--- src/verilog/sar_adc_cfg.svh ---
// register map, field positions, reset values and timing counts of the converter sequencer
//
// How it works
// channel code 100..111 selects analog inputs 0..3; other codes never start conversion.
// input group enable gates the channel selection onto the analog multiplexer.
// software rewrites the channel bits after enabling the input group.
// one-shot mode converts once per start and raises a completion interrupt.
// one-shot completion clears the start flag by hardware.
// repeat mode converts back to back with no completion interrupt.
// writing zero to the start flag stops activity in both modes.
// with auto-start off, writing one to the start flag starts at once.
// with auto-start on, a capture request while the flag is one starts.
// resolution bit picks 8 or 10 approximation steps.
// software uses only 8-bit resolution in repeat mode.
// clock select picks quarter, half or undivided clock; code 11 forbidden.
// without sample-and-hold, conversion takes 49 or 59 converter clocks.
// reference connect bit at zero cuts the reference from the ladder.
// every finished conversion lands in the result register.
// software sets shared analog pins as port inputs before converting.
// with sample-and-hold, conversion takes 28 or 33 converter clocks.
// completion pulse, result write and flag clear happen in one cycle.
// clearing the start flag mid-conversion aborts and keeps the old result.
`ifndef SAR_ADC_CFG_SVH
`define SAR_ADC_CFG_SVH

// register indices; byte address is four times the index
`define REG_CONTROL_0 10'h0d6
`define REG_CONTROL_1 10'h0d7
`define REG_RESULT 10'h0d8
`define REG_CONTROL_2 10'h0d9
`define REG_IRQ_STATUS 10'h0da
`define REG_IRQ_MASK 10'h0db

// converter_control_0 fields
`define C0_CH_LSB 0
`define C0_REPEAT 3
`define C0_GROUP 4
`define C0_AUTO 5
`define C0_START 6
`define C0_CLK_LO 7

// converter_control_1 fields
`define C1_RES10 3
`define C1_CLK_HI 4
`define C1_REF 5

// converter_control_2 and interrupt fields
`define C2_SAMPLE_HOLD 0
`define IRQ_DONE 0

// reset values
`define RESET_CONTROL_0 8'h00
`define RESET_CONTROL_1 8'h00
`define RESET_CONTROL_2 8'h00

// conversion lengths in converter clocks
`define CYC_8_PLAIN 6'd49
`define CYC_10_PLAIN 6'd59
`define CYC_8_HOLD 6'd28
`define CYC_10_HOLD 6'd33
`define CYC_SAMPLE 6'd4

`endif

--- src/verilog/sar_adc_pkg.sv ---
// types shared by the converter sequencer modules
package sar_adc_pkg;
  `include "sar_adc_cfg.svh"

  typedef enum logic [2:0] {
    ST_IDLE = 3'b001,
    ST_ARMED = 3'b010,
    ST_CONV = 3'b100
  } seq_state_t;

  typedef struct packed {
    logic [2:0] ch;
    logic repeat_mode_select;
    logic input_group_enable;
    logic auto_start_select;
    logic conv_start_flag;
    logic conv_clock_select_lo;
    logic res10;
    logic conv_clock_select_hi;
    logic reference_connect;
    logic sample_hold_enable;
    logic [2:0] active_ch;
    logic [9:0] result;
    logic irq_status;
    logic irq_mask;
    logic ack;
    logic [31:0] rdata;
    seq_state_t fsm;
    logic done_pulse;
  } top_state_t;

  typedef struct packed {
    logic busy;
    logic [5:0] cnt;
    logic [3:0] bit_idx;
    logic bits_done;
    logic [9:0] sar;
    logic [9:0] result;
    logic done;
  } engine_state_t;

  typedef struct packed {
    logic [1:0] cnt;
  } div_state_t;

  // total converter clocks for one conversion
  function automatic logic [5:0] conv_cycles(input logic res10, input logic hold);
    if (hold)
      conv_cycles = res10 ? `CYC_10_HOLD : `CYC_8_HOLD;
    else
      conv_cycles = res10 ? `CYC_10_PLAIN : `CYC_8_PLAIN;
  endfunction : conv_cycles
endpackage : sar_adc_pkg

--- src/verilog/conv_if.sv ---
// signals between the sequencer, the clock divider and the approximation engine
`timescale 1ns/100ps
interface conv_if;
  logic [1:0] clock_sel;
  logic tick;
  logic start;
  logic abort;
  logic res10;
  logic sample_hold;
  logic comparator_high;
  logic done;
  logic busy;
  logic [9:0] result;
  logic [9:0] dac_code;

  modport ctrl (output clock_sel, start, abort, res10, sample_hold, comparator_high,
    input tick, done, busy, result, dac_code);
  modport div (input clock_sel, output tick);
  modport engine (input tick, start, abort, res10, sample_hold, comparator_high,
    output done, busy, result, dac_code);
endinterface : conv_if

--- src/verilog/sar_adc_sequencer.sv ---
// converter sequencer top: Avalon-MM register slave, start control and interrupt
`timescale 1ns/100ps
`include "sar_adc_cfg.svh"
module sar_adc_sequencer
  import sar_adc_pkg::*;
(
  // clock and reset
  input wire logic core_clk,
  input wire logic rst,
  // avalon-mm slave, byte addressed
  input wire logic [11:0] address,
  input wire logic read,
  input wire logic write,
  input wire logic [3:0] byteenable,
  input wire logic [31:0] writedata,
  output logic [31:0] readdata,
  output logic waitrequest,
  // analog front end
  input wire logic comparator_high,
  output logic [1:0] analog_channel,
  output logic analog_channel_valid,
  output logic reference_connect,
  output logic sample_hold_enable,
  output logic [9:0] dac_code,
  // timer capture request, one-cycle pulse
  input wire logic capture_request,
  // status and interrupts
  output logic conv_busy,
  output logic conv_done_pulse,
  output logic irq
);
  import sar_adc_pkg::*;

  top_state_t s;
  top_state_t next_s;
  conv_if bus();
  logic req;
  logic acc_wr;
  logic [9:0] widx;
  logic [7:0] wbyte;
  logic start_cmd;
  logic abort_cmd;
  logic ch_ok;

  // true when a byte address hits the register of the given index
  function automatic logic hit(input logic [11:0] addr, input logic [9:0] idx);
    hit = (addr[11:2] == idx);
  endfunction : hit

  // a channel code is legal only with the top bit set
  function automatic logic code_legal(input logic [2:0] code);
    code_legal = code[2];
  endfunction : code_legal

  conv_clock_div u_div (
    .core_clk(core_clk),
    .rst(rst),
    .bus(bus)
  );

  sar_step_engine u_engine (
    .core_clk(core_clk),
    .rst(rst),
    .bus(bus)
  );

  // links to the divider and engine
  assign bus.clock_sel = {s.conv_clock_select_hi, s.conv_clock_select_lo};
  assign bus.res10 = s.res10;
  assign bus.sample_hold = s.sample_hold_enable;
  assign bus.comparator_high = comparator_high;
  assign bus.start = start_cmd;
  assign bus.abort = abort_cmd;

  // bus handshake: one wait cycle, then the access completes
  assign req = read | write;
  assign waitrequest = req & ~s.ack;
  assign readdata = s.rdata;
  assign acc_wr = write & s.ack & byteenable[0];
  assign widx = address[11:2];
  assign wbyte = writedata[7:0];

  // outputs to the analog side
  assign ch_ok = s.input_group_enable & code_legal(s.active_ch);
  assign analog_channel = s.active_ch[1:0];
  assign analog_channel_valid = ch_ok;
  assign reference_connect = s.reference_connect;
  assign sample_hold_enable = s.sample_hold_enable;
  assign dac_code = bus.dac_code;
  assign conv_busy = (s.fsm == ST_CONV);
  assign conv_done_pulse = s.done_pulse;
  assign irq = s.irq_status & s.irq_mask;

  always_comb
  begin
    next_s = s;
    next_s.done_pulse = 1'b0;
    start_cmd = 1'b0;
    abort_cmd = 1'b0;
    next_s.ack = req & ~s.ack;

    // read data captured in the wait cycle so it stands at the completing edge;
    // writes leave it alone so software sees the last read until the next one
    if (read && !s.ack)
    begin
      next_s.rdata = '0;
      if (hit(address, `REG_CONTROL_0))
      begin
        next_s.rdata[`C0_CH_LSB +: 3] = s.ch;
        next_s.rdata[`C0_REPEAT] = s.repeat_mode_select;
        next_s.rdata[`C0_GROUP] = s.input_group_enable;
        next_s.rdata[`C0_AUTO] = s.auto_start_select;
        next_s.rdata[`C0_START] = s.conv_start_flag;
        next_s.rdata[`C0_CLK_LO] = s.conv_clock_select_lo;
      end
      else if (hit(address, `REG_CONTROL_1))
      begin
        next_s.rdata[`C1_RES10] = s.res10;
        next_s.rdata[`C1_CLK_HI] = s.conv_clock_select_hi;
        next_s.rdata[`C1_REF] = s.reference_connect;
      end
      else if (hit(address, `REG_RESULT))
        next_s.rdata[9:0] = s.result;
      else if (hit(address, `REG_CONTROL_2))
        next_s.rdata[`C2_SAMPLE_HOLD] = s.sample_hold_enable;
      else if (hit(address, `REG_IRQ_STATUS))
        next_s.rdata[`IRQ_DONE] = s.irq_status;
      else if (hit(address, `REG_IRQ_MASK))
        next_s.rdata[`IRQ_DONE] = s.irq_mask;
    end

    // register writes; the result register is read-only, unmapped writes vanish
    if (acc_wr)
    begin
      if (widx == `REG_CONTROL_0)
      begin
        next_s.ch = wbyte[`C0_CH_LSB +: 3];
        // channel code reaches the multiplexer only while the group is already on
        if (s.input_group_enable)
          next_s.active_ch = wbyte[`C0_CH_LSB +: 3];
        next_s.repeat_mode_select = wbyte[`C0_REPEAT];
        next_s.input_group_enable = wbyte[`C0_GROUP];
        next_s.auto_start_select = wbyte[`C0_AUTO];
        next_s.conv_start_flag = wbyte[`C0_START];
        next_s.conv_clock_select_lo = wbyte[`C0_CLK_LO];
        if (!wbyte[`C0_START] && s.fsm == ST_CONV)
          abort_cmd = 1'b1;
      end
      if (widx == `REG_CONTROL_1)
      begin
        next_s.res10 = wbyte[`C1_RES10];
        next_s.conv_clock_select_hi = wbyte[`C1_CLK_HI];
        next_s.reference_connect = wbyte[`C1_REF];
      end
      if (widx == `REG_CONTROL_2)
        next_s.sample_hold_enable = wbyte[`C2_SAMPLE_HOLD];
      if (widx == `REG_IRQ_STATUS && wbyte[`IRQ_DONE])
        next_s.irq_status = 1'b0;
      if (widx == `REG_IRQ_MASK)
        next_s.irq_mask = wbyte[`IRQ_DONE];
    end

    // start, stop and completion sequencing
    unique case (s.fsm)
      ST_IDLE:
      begin
        // an illegal channel or a closed group simply never starts
        if (s.conv_start_flag && ch_ok && !abort_cmd)
        begin
          if (!s.auto_start_select)
          begin
            start_cmd = 1'b1;
            next_s.fsm = ST_CONV;
          end
          else
            next_s.fsm = ST_ARMED;
        end
      end
      ST_ARMED:
      begin
        if (!s.conv_start_flag || !ch_ok)
          next_s.fsm = ST_IDLE;
        else if (capture_request)
        begin
          start_cmd = 1'b1;
          next_s.fsm = ST_CONV;
        end
      end
      ST_CONV:
      begin
        if (abort_cmd || !s.conv_start_flag)
        begin
          abort_cmd = 1'b1;
          next_s.fsm = ST_IDLE;
        end
        else if (bus.done)
        begin
          next_s.result = bus.result;
          if (!s.repeat_mode_select)
          begin
            // a start written in this very cycle keeps the flag set
            if (!(acc_wr && widx == `REG_CONTROL_0 && wbyte[`C0_START]))
              next_s.conv_start_flag = 1'b0;
            next_s.done_pulse = 1'b1;
            next_s.fsm = ST_IDLE;
          end
          else
            start_cmd = 1'b1;
        end
      end
    endcase

    // sticky done flag: a new completion beats a clear in the same cycle
    if (next_s.done_pulse)
      next_s.irq_status = 1'b1;
  end

  always_ff @(posedge core_clk)
  begin
    if (rst)
    begin
      s <= '0;
      s.fsm <= ST_IDLE;
    end
    else
      s <= next_s;
  end
endmodule : sar_adc_sequencer

--- src/verilog/conv_clock_div.sv ---
// converter clock enable divider
`timescale 1ns/100ps
module conv_clock_div
  import sar_adc_pkg::*;
(
  // clock and reset
  input wire logic core_clk,
  input wire logic rst,
  // link to sequencer
  conv_if.div bus
);
  import sar_adc_pkg::*;

  div_state_t s;
  div_state_t next_s;

  // free running counter; the forbidden code falls back to quarter rate
  always_comb
  begin
    next_s = s;
    next_s.cnt = s.cnt + 2'd1;
    unique case (bus.clock_sel)
      2'b10: bus.tick = 1'b1;
      2'b01: bus.tick = s.cnt[0];
      default: bus.tick = (s.cnt == 2'd3);
    endcase
  end

  always_ff @(posedge core_clk)
  begin
    if (rst)
      s <= '0;
    else
      s <= next_s;
  end
endmodule : conv_clock_div

--- src/verilog/sar_step_engine.sv ---
// successive approximation step engine, counted in converter clocks
`timescale 1ns/100ps
`include "sar_adc_cfg.svh"
module sar_step_engine
  import sar_adc_pkg::*;
(
  // clock and reset
  input wire logic core_clk,
  input wire logic rst,
  // link to sequencer
  conv_if.engine bus
);
  import sar_adc_pkg::*;

  engine_state_t s;
  engine_state_t next_s;
  logic [5:0] total;

  assign bus.done = s.done;
  assign bus.busy = s.busy;
  assign bus.result = s.result;
  assign bus.dac_code = s.sar;

  // one bit decided per converter clock after sampling, then idle till the full count
  always_comb
  begin
    next_s = s;
    next_s.done = 1'b0;
    total = conv_cycles(bus.res10, bus.sample_hold);
    if (bus.start)
    begin
      next_s.busy = 1'b1;
      next_s.cnt = '0;
      next_s.bits_done = 1'b0;
      next_s.bit_idx = bus.res10 ? 4'd9 : 4'd7;
      next_s.sar = bus.res10 ? 10'h200 : 10'h080;
    end
    else if (bus.abort)
      next_s.busy = 1'b0;
    else if (s.busy && bus.tick)
    begin
      next_s.cnt = s.cnt + 6'd1;
      if (s.cnt >= `CYC_SAMPLE && !s.bits_done)
      begin
        if (!bus.comparator_high)
          next_s.sar[s.bit_idx] = 1'b0;
        if (s.bit_idx == 4'd0)
          next_s.bits_done = 1'b1;
        else
        begin
          next_s.bit_idx = s.bit_idx - 4'd1;
          next_s.sar[s.bit_idx - 4'd1] = 1'b1;
        end
      end
      if (s.cnt == total - 6'd1)
      begin
        next_s.busy = 1'b0;
        next_s.done = 1'b1;
        next_s.result = next_s.sar;
      end
    end
  end

  always_ff @(posedge core_clk)
  begin
    if (rst)
      s <= '0;
    else
      s <= next_s;
  end
endmodule : sar_step_engine

--- config.mk ---
export PLATFORM = sky130hd
export DESIGN_NAME = sar_adc_sequencer
export DESIGN_NICKNAME = d
export VERILOG_FILES = /design/src/verilog/sar_adc_pkg.sv /design/src/verilog/conv_if.sv /design/src/verilog/sar_adc_sequencer.sv /design/src/verilog/conv_clock_div.sv /design/src/verilog/sar_step_engine.sv
export VERILOG_INCLUDE_DIRS = /design/src /design/src/verilog
export SDC_FILE = /design/constraint.sdc
export NUM_CORES = 1
export LEC_CHECK = 0
export BUFFER_PORTS_ARGS = -buffer_cell sky130_fd_sc_hd__buf_2
export CORE_MARGIN = 2
export CORE_UTILIZATION = 26
export CTS_BUF_LIST = sky130_fd_sc_hd__clkbuf_4 sky130_fd_sc_hd__clkbuf_8
export CTS_CLUSTER_SIZE = 14
export DETAILED_ROUTE_END_ITERATION = 8
export GPL_TIMING_DRIVEN = 1
export SYNTH_ARGS = -nofsm -noshare
export SYNTH_HDL_FRONTEND = slang
export SYNTH_SLANG_ARGS = --single-unit
--- constraint.sdc ---
create_clock -name core_clk -period 3.3 [get_ports core_clk]
set_clock_uncertainty 0.2 [all_clocks]
set_input_delay 0.165 -clock core_clk [delete_from_list [all_inputs] [get_ports core_clk]]
set_output_delay 0.165 -clock core_clk [all_outputs]
set_load 0.01 [all_outputs]
Word level (Yosys, flattened, before mapping)
Cells that the tools add are included.
- flip-flop bits (word level): 77
- bits in latches: 0
- RAM bits: 0
- memory bits (read-only): 0
- input port bits: 54
- output and inout port bits: 51
- logic and storage cells: 183
- memories: 0
- add/subtract/negate cells: 4
- multipliers: 0
- div/mod/pow operators: 0
- order comparisons: 5
- equal/unequal tests: 19
- shifts and indexed selects: 0
- muxes and demuxes: 73
- bitwise logic cells: 14
- reduce and logical (&&, ||, !) cells: 42
- operators with widths (cell ; number):
    10-bit 2-to-1 mux ; 7
    10-bit by 8-bit equality test with 1-bit output, second input constant ; 6
    33-bit 2-to-1 mux ; 1
    1-bit 2-to-1 mux ; 32
    32-bit 2-to-1 mux ; 1
    3-bit 2-to-1 mux ; 10
    4-bit 2-to-1 mux ; 6
    22-bit 2-to-1 mux ; 1
    9-bit 2-to-1 mux ; 2
    2-bit AND reduction ; 8
    4-bit AND reduction ; 4
    15-bit 2-to-1 mux ; 1
    6-bit 2-to-1 mux ; 2
    1-bit logical AND ; 11
    11-bit 2-to-1 mux ; 1
    10-bit bitwise AND ; 1
    4-bit by 5-bit less-than comparator with 1-bit output, second input constant ; 2
    10-bit NOT ; 1
    10-bit bitwise OR ; 1
    3-bit case mux with 3 select lines ; 1
    1-bit demux with 4-bit select ; 2
    4-bit by 1-bit >= comparator with 1-bit output, second input constant ; 2
    8-bit 2-to-1 mux ; 1
    2-bit nonzero test ; 4
    other kinds (28) ; 49

Longest topological paths before layout
- depth after elaboration: 18
- gate-level depth with buffers: 10
- depth with buffers taken out: 8

Cells and area by module
A second synthesis with hierarchy kept.
- cell total of the unflattened synthesis: 549
- area total of the unflattened synthesis: 4775.8 um^2
- by module, submodules not included (module ; times used ; cells an instance ; area each (um^2) ; seq. area each (um^2)):
    sar_adc_sequencer ; 1 ; 312 ; 2638.8 ; 840.8
    sar_step_engine ; 1 ; 225 ; 2025.7 ; 660.6
    conv_clock_div ; 1 ; 12 ; 111.4 ; 40.0

Worst setup path after synthesis
OpenSTA, ideal clock, no wires.
- kind: reg2reg
- from: register s, in the netlist bus.res10
- to: register u_engine.s, in the netlist u_engine.bus.result[2]
- setup time: 0.128 ns
- arrival time: 1.879 ns
- required time: 2.972 ns
- slack: 1.093 ns
- cell stages (with the launch flop): 10
- path buffers: 1
- clock period less this slack: 2.207 ns
- cell sequence: dfxtp_1 inv_1 ha_1 xnor2_1 mux2i_1 nand4_2 nor3_4 buf_6 mux2i_1 nor2_1
- cells in the longest elaborated chain, start to end: 5
- elaborated cells on any way between the ends: 6
- classes of those cells: 1 x add/sub; 1 x eq/ne; 3 x mux; 1 x reduce/logical
- ends and longest elaborated chain (item ; RTL line ; source):
    from (decl) ; sar_adc_sequencer.sv:34 ; top_state_t s;
    from (signal assigned) ; sar_adc_sequencer.sv:226 ; s <= next_s;
    6-bit 2-to-1 mux (no source line) or 4-bit 2-to-1 mux (tied branches) ; -- ;
    6-bit 2-to-1 mux (*) ; sar_adc_pkg.sv:48 ; if (hold)
    6-bit by 1-bit subtractor with 6-bit output (*) ; sar_step_engine.sv:55 ; if (s.cnt == total - 6'd1)
    6-bit equality test (*) ; sar_step_engine.sv:55 ;
    4-bit AND reduction (no source line) (*) ; -- ;
    to (signal assigned) ; sar_step_engine.sv:69 ; s <= next_s;
    to (decl) ; sar_step_engine.sv:15 ; engine_state_t s;
Every way passes the cells marked *; elsewhere a longest branch is shown, timed or not.
A chain may end at the register's enable or synchronous reset.

Worst setup path in the final report
- from: register s, in the netlist bus.clock_sel[0]
- to: register u_engine.s[31] (netlist name)
- cells in the longest elaborated chain, start to end: 4
- elaborated cells on any way between the ends: 5
- classes of those cells: 2 x eq/ne; 1 x mux; 2 x reduce/logical
- ends and longest elaborated chain (item ; RTL line ; source):
    2-bit by 1-bit equality test with 1-bit output or 2-bit equality test (tied branches) ; conv_clock_div.sv:22 ; unique case (bus.clock_sel)
    1-bit case mux with 2 select lines (*) ; conv_clock_div.sv:22 ;
    1-bit logical AND (*) ; sar_step_engine.sv:40 ; else if (s.busy && bus.tick)
    2-bit AND reduction (no source line) (*) ; -- ;
Marks and branches as above.

==> impl_metrics.tcl <==
set metrics [dict create \
    end_kind "flop" \
    slew_headroom_pct 49.6 \
    outcome "complete, no violations" \
    clock_sinks 77 \
    p_sw_share_pct 23.3 \
    syn_inst 479 \
    rsz0062_at_grt "false" \
    die_h_um 130 \
    htreeDepth 3 \
    drt_pass1_iterations 4 \
    synth_edf_count 0 \
    fmax_ghz 0.380 \
    worstSetupPathType "flop to flop" \
    drc 0 \
    power.leakage_nw 1.93 \
    grt_pass1_wl_mm 15.8 \
    hold_class "input port to flop" \
    dpl.hpwl_mm 7.03 \
    ys_seq_area_share_pct 37.1 \
    cts_setup_buffers 0 \
    clk_pin_slew_ns 0.09 \
    dp_cells 707 \
    synthArstFlopShare_pct 0 \
    intPower_mw 1.41 \
    cp.arrival_ns 2.71 \
    power_switching_uw 430 \
    synthFlopType "dfxtp_1" \
    die_width_um 130 \
    grt_start_max_net_pins 33 \
    cp.required_ns 3.38 \
    cts_tree "built" \
    cts_root_buf "clkbuf_8" \
    grt_pass1_vias 3073 \
    wirelength_mm 9.69 \
    worstHoldStart "address[2]" \
    synth_cell_type_count 69 \
    vdd_drop_max_uv 177 \
    timing.final.max_slew_violations 0 \
    maxCapViolations 0 \
    synth_top_cell_area_share_pct 37.1 \
    synth_top_area_cell "dfxtp_1" \
    start_util_pct 26.3 \
    hold_ws_ns 0.0220 \
    wl_met1_mm 5.05 \
    fillCellCount 1700 \
    r2r_setup_slack_ns 0.67 \
    antenna_found_initial 0 \
    wl_per_cell_um 13.2 \
    synth_area_leaders "dfxtp_1 (37%), buf_4 (8.3%), mux2i_1 (8.2%)" \
    final_common_cell "dfxtp_1" \
    seqPwrFrac_pct 51.2 \
    gp_congestion 0.833 \
    portBuffers 53 \
    clockBufferDepth 2 \
    drtAntennaViolNets 0 \
    overflow 0 \
    power_density_nw_per_um2 393 \
    track_usage_pct 11.8 \
    layout.cells.most_common_list "dfxtp_1 (77), nor2_1 (73), buf_2 (53)" \
    drt_iter0_drc 175 \
    ys_ff_latch 77 \
    hold_end "s[37]$_SDFFE_PP0P_" \
    dr_wl_met3_um 575 \
    p_clk_share_pct 43.0 \
    setup_slack_ns 0.671 \
    wl_met2_mm 4.02 \
    r2r_start "bus.clock_sel[0]$_SDFFE_PP0N_" \
    fp.coreArea_um2 15800 \
    fin_nets 579 \
    clock_latency_ns 0.36 \
    drive_gt1_share_pct 17.4 \
    crit_fanout 16 \
    dieArea_um2 17000 \
    fin_cells 733 \
    area_delta_synth_final_pct 12.9 \
    critPathLaunchType "flop" \
    highest_layer "met4" \
    yosysWarnings 0 \
    hold_viol 0 \
    avgSynthCellArea_um2 8.67 \
    dp_slack_ns 0.675 \
    rr_endpoint "u_engine.s[31]$_SDFFE_PP0P_" \
    num_vias 3320 \
    fin_crit_sh_pct 79.7 \
    finalPower_mw 1.84 \
    cts_inserted_buffers 9 \
    setup_violations 0 \
    holdPathStages 4 \
    power.share.combinational_pct 5.8 \
    rr_worst_depth 8 \
    syn-cell-area_um2 4150 \
    via_per_inst 4.53 \
    diodes 0 \
    ios 105 \
    tns_ns 0 \
    period_minus_slack_ns 2.63 \
    worst_slew_pin_slew_ns 0.757 \
    fp-row-count 46 \
]
==> synth_stat cells, drive strengths merged, types with 5 or more instances <==
| master | instances |
|---|---|
| dfxtp | 77 |
| nor2 | 73 |
| buf | 53 |
| mux2i | 34 |
| nand2 | 27 |
| nor3 | 21 |
| a21oi | 16 |
| o21ai | 16 |
| clkbuf | 15 |
| inv | 14 |
| ha | 13 |
| nand4 | 10 |
| a211oi | 9 |
| nand2b | 9 |
| xnor2 | 8 |
| nand3 | 7 |
| nor2b | 7 |
| a221oi | 6 |
| nand3b | 5 |
==> layer usage <==
layer	vias up	GRT usage [%]
met2	89	17.7
met5	-	0
met1	1543	17.0
met4	0	1.88
met3	4	3.73
li1	1684	-
==> timing repair <==
action,CTS,global route
endpoints found under the hold margin,18,0
hold buffers,10,0
gates resized for setup,0,0
==> per-stage QoR <==
step           utilization [%]  area (um2)
2_1_floorplan                -        4230
5_1_grt                   29.7        4690
3_5_place_dp              27.7        4370
6_report                  29.7        4690
3_3_place_gp              27.7        4370
4_1_cts                   29.7        4690
==> worst max-delay path, cell delays in order (launching register included) <==
cell and delay, ns:
dfxtp_1 0.39, inv_1 0.06, ha_1 0.29, a211o_1 0.14
nand4_1 0.12, o21ai_2 0.62, nand4_1 0.24, or3_1 0.35
a21oi_1 0.14
==> cells by family after synthesis <==
logic type | synth area share, %
AO/OA/AOI/OAI | 12.6
XOR/XNOR | 2.53
adder cells (fa/ha/maj) | 3.92
buffers and inverters | 11.9
flip-flops | 37.1
multiplexers | 8.74
other | 0.0903
AND/OR/NAND/NOR | 23.0
==> state kept, by name, indices dropped and copies added, names as in the netlist <==
name                   cells
analog_channel             2
u_engine.s                11
u_engine.bus.result       10
u_div.s                    2
bus.res10                  1
sample_hold_enable         1
conv_done_pulse            1
u_engine.bus.done          1
readdata                  10
s                         24
reference_connect          1
u_engine.bus.dac_code     10
u_engine.bus.busy          1
bus.clock_sel              2
==> area by class of cell <==
cell class	count	area (um2)	share of cell area [%]
sequential	77	1540	32.9
multi-input combinational	341	2190	46.8
inverter	14	52.6	1.12
clock inverter	6	87.6	1.87
tap	216	270	5.77
timing repair buffer	69	410	8.76
clock buffer	10	131	2.80
==> power by group through the flow <==
stage | logic, mW | clock network (mW) | registers (mW)
floorplan | 0.0888 | 0 | 0.964
global placement | 0.0981 | 0 | 0.965
detailed placement | 0.0983 | 0 | 0.965
CTS | 0.108 | 0.808 | 0.943
global route | 0.122 | 0.859 | 0.945
finish | 0.107 | 0.791 | 0.943
==> how the worst max path moves through the flow <==
stage | startpoint | endpoint | slack (ns) | cells past startpoint
after global routing | bus.res10$_SDFFE_PP0P_ | u_engine.bus.result[4]$_SDFFE_PP0P_ | 0.47 | 8
after global placement | bus.res10$_SDFFE_PP0P_ | u_engine.bus.result[8]$_SDFFE_PP0P_ | 0.69 | 8
after CTS | bus.clock_sel[0]$_SDFFE_PP0N_ | u_engine.s[31]$_SDFFE_PP0P_ | 0.64 | 8
after detailed placement | bus.clock_sel[0]$_SDFFE_PP0N_ | u_engine.s[31]$_SDFFE_PP0P_ | 0.68 | 8
final | bus.clock_sel[0]$_SDFFE_PP0N_ | u_engine.s[31]$_SDFFE_PP0P_ | 0.67 | 8
after floorplan | bus.res10$_SDFFE_PP0P_ | u_engine.bus.result[2]$_SDFFE_PP0P_ | 1.09 | 9
(Power assumes the default switching activity.)
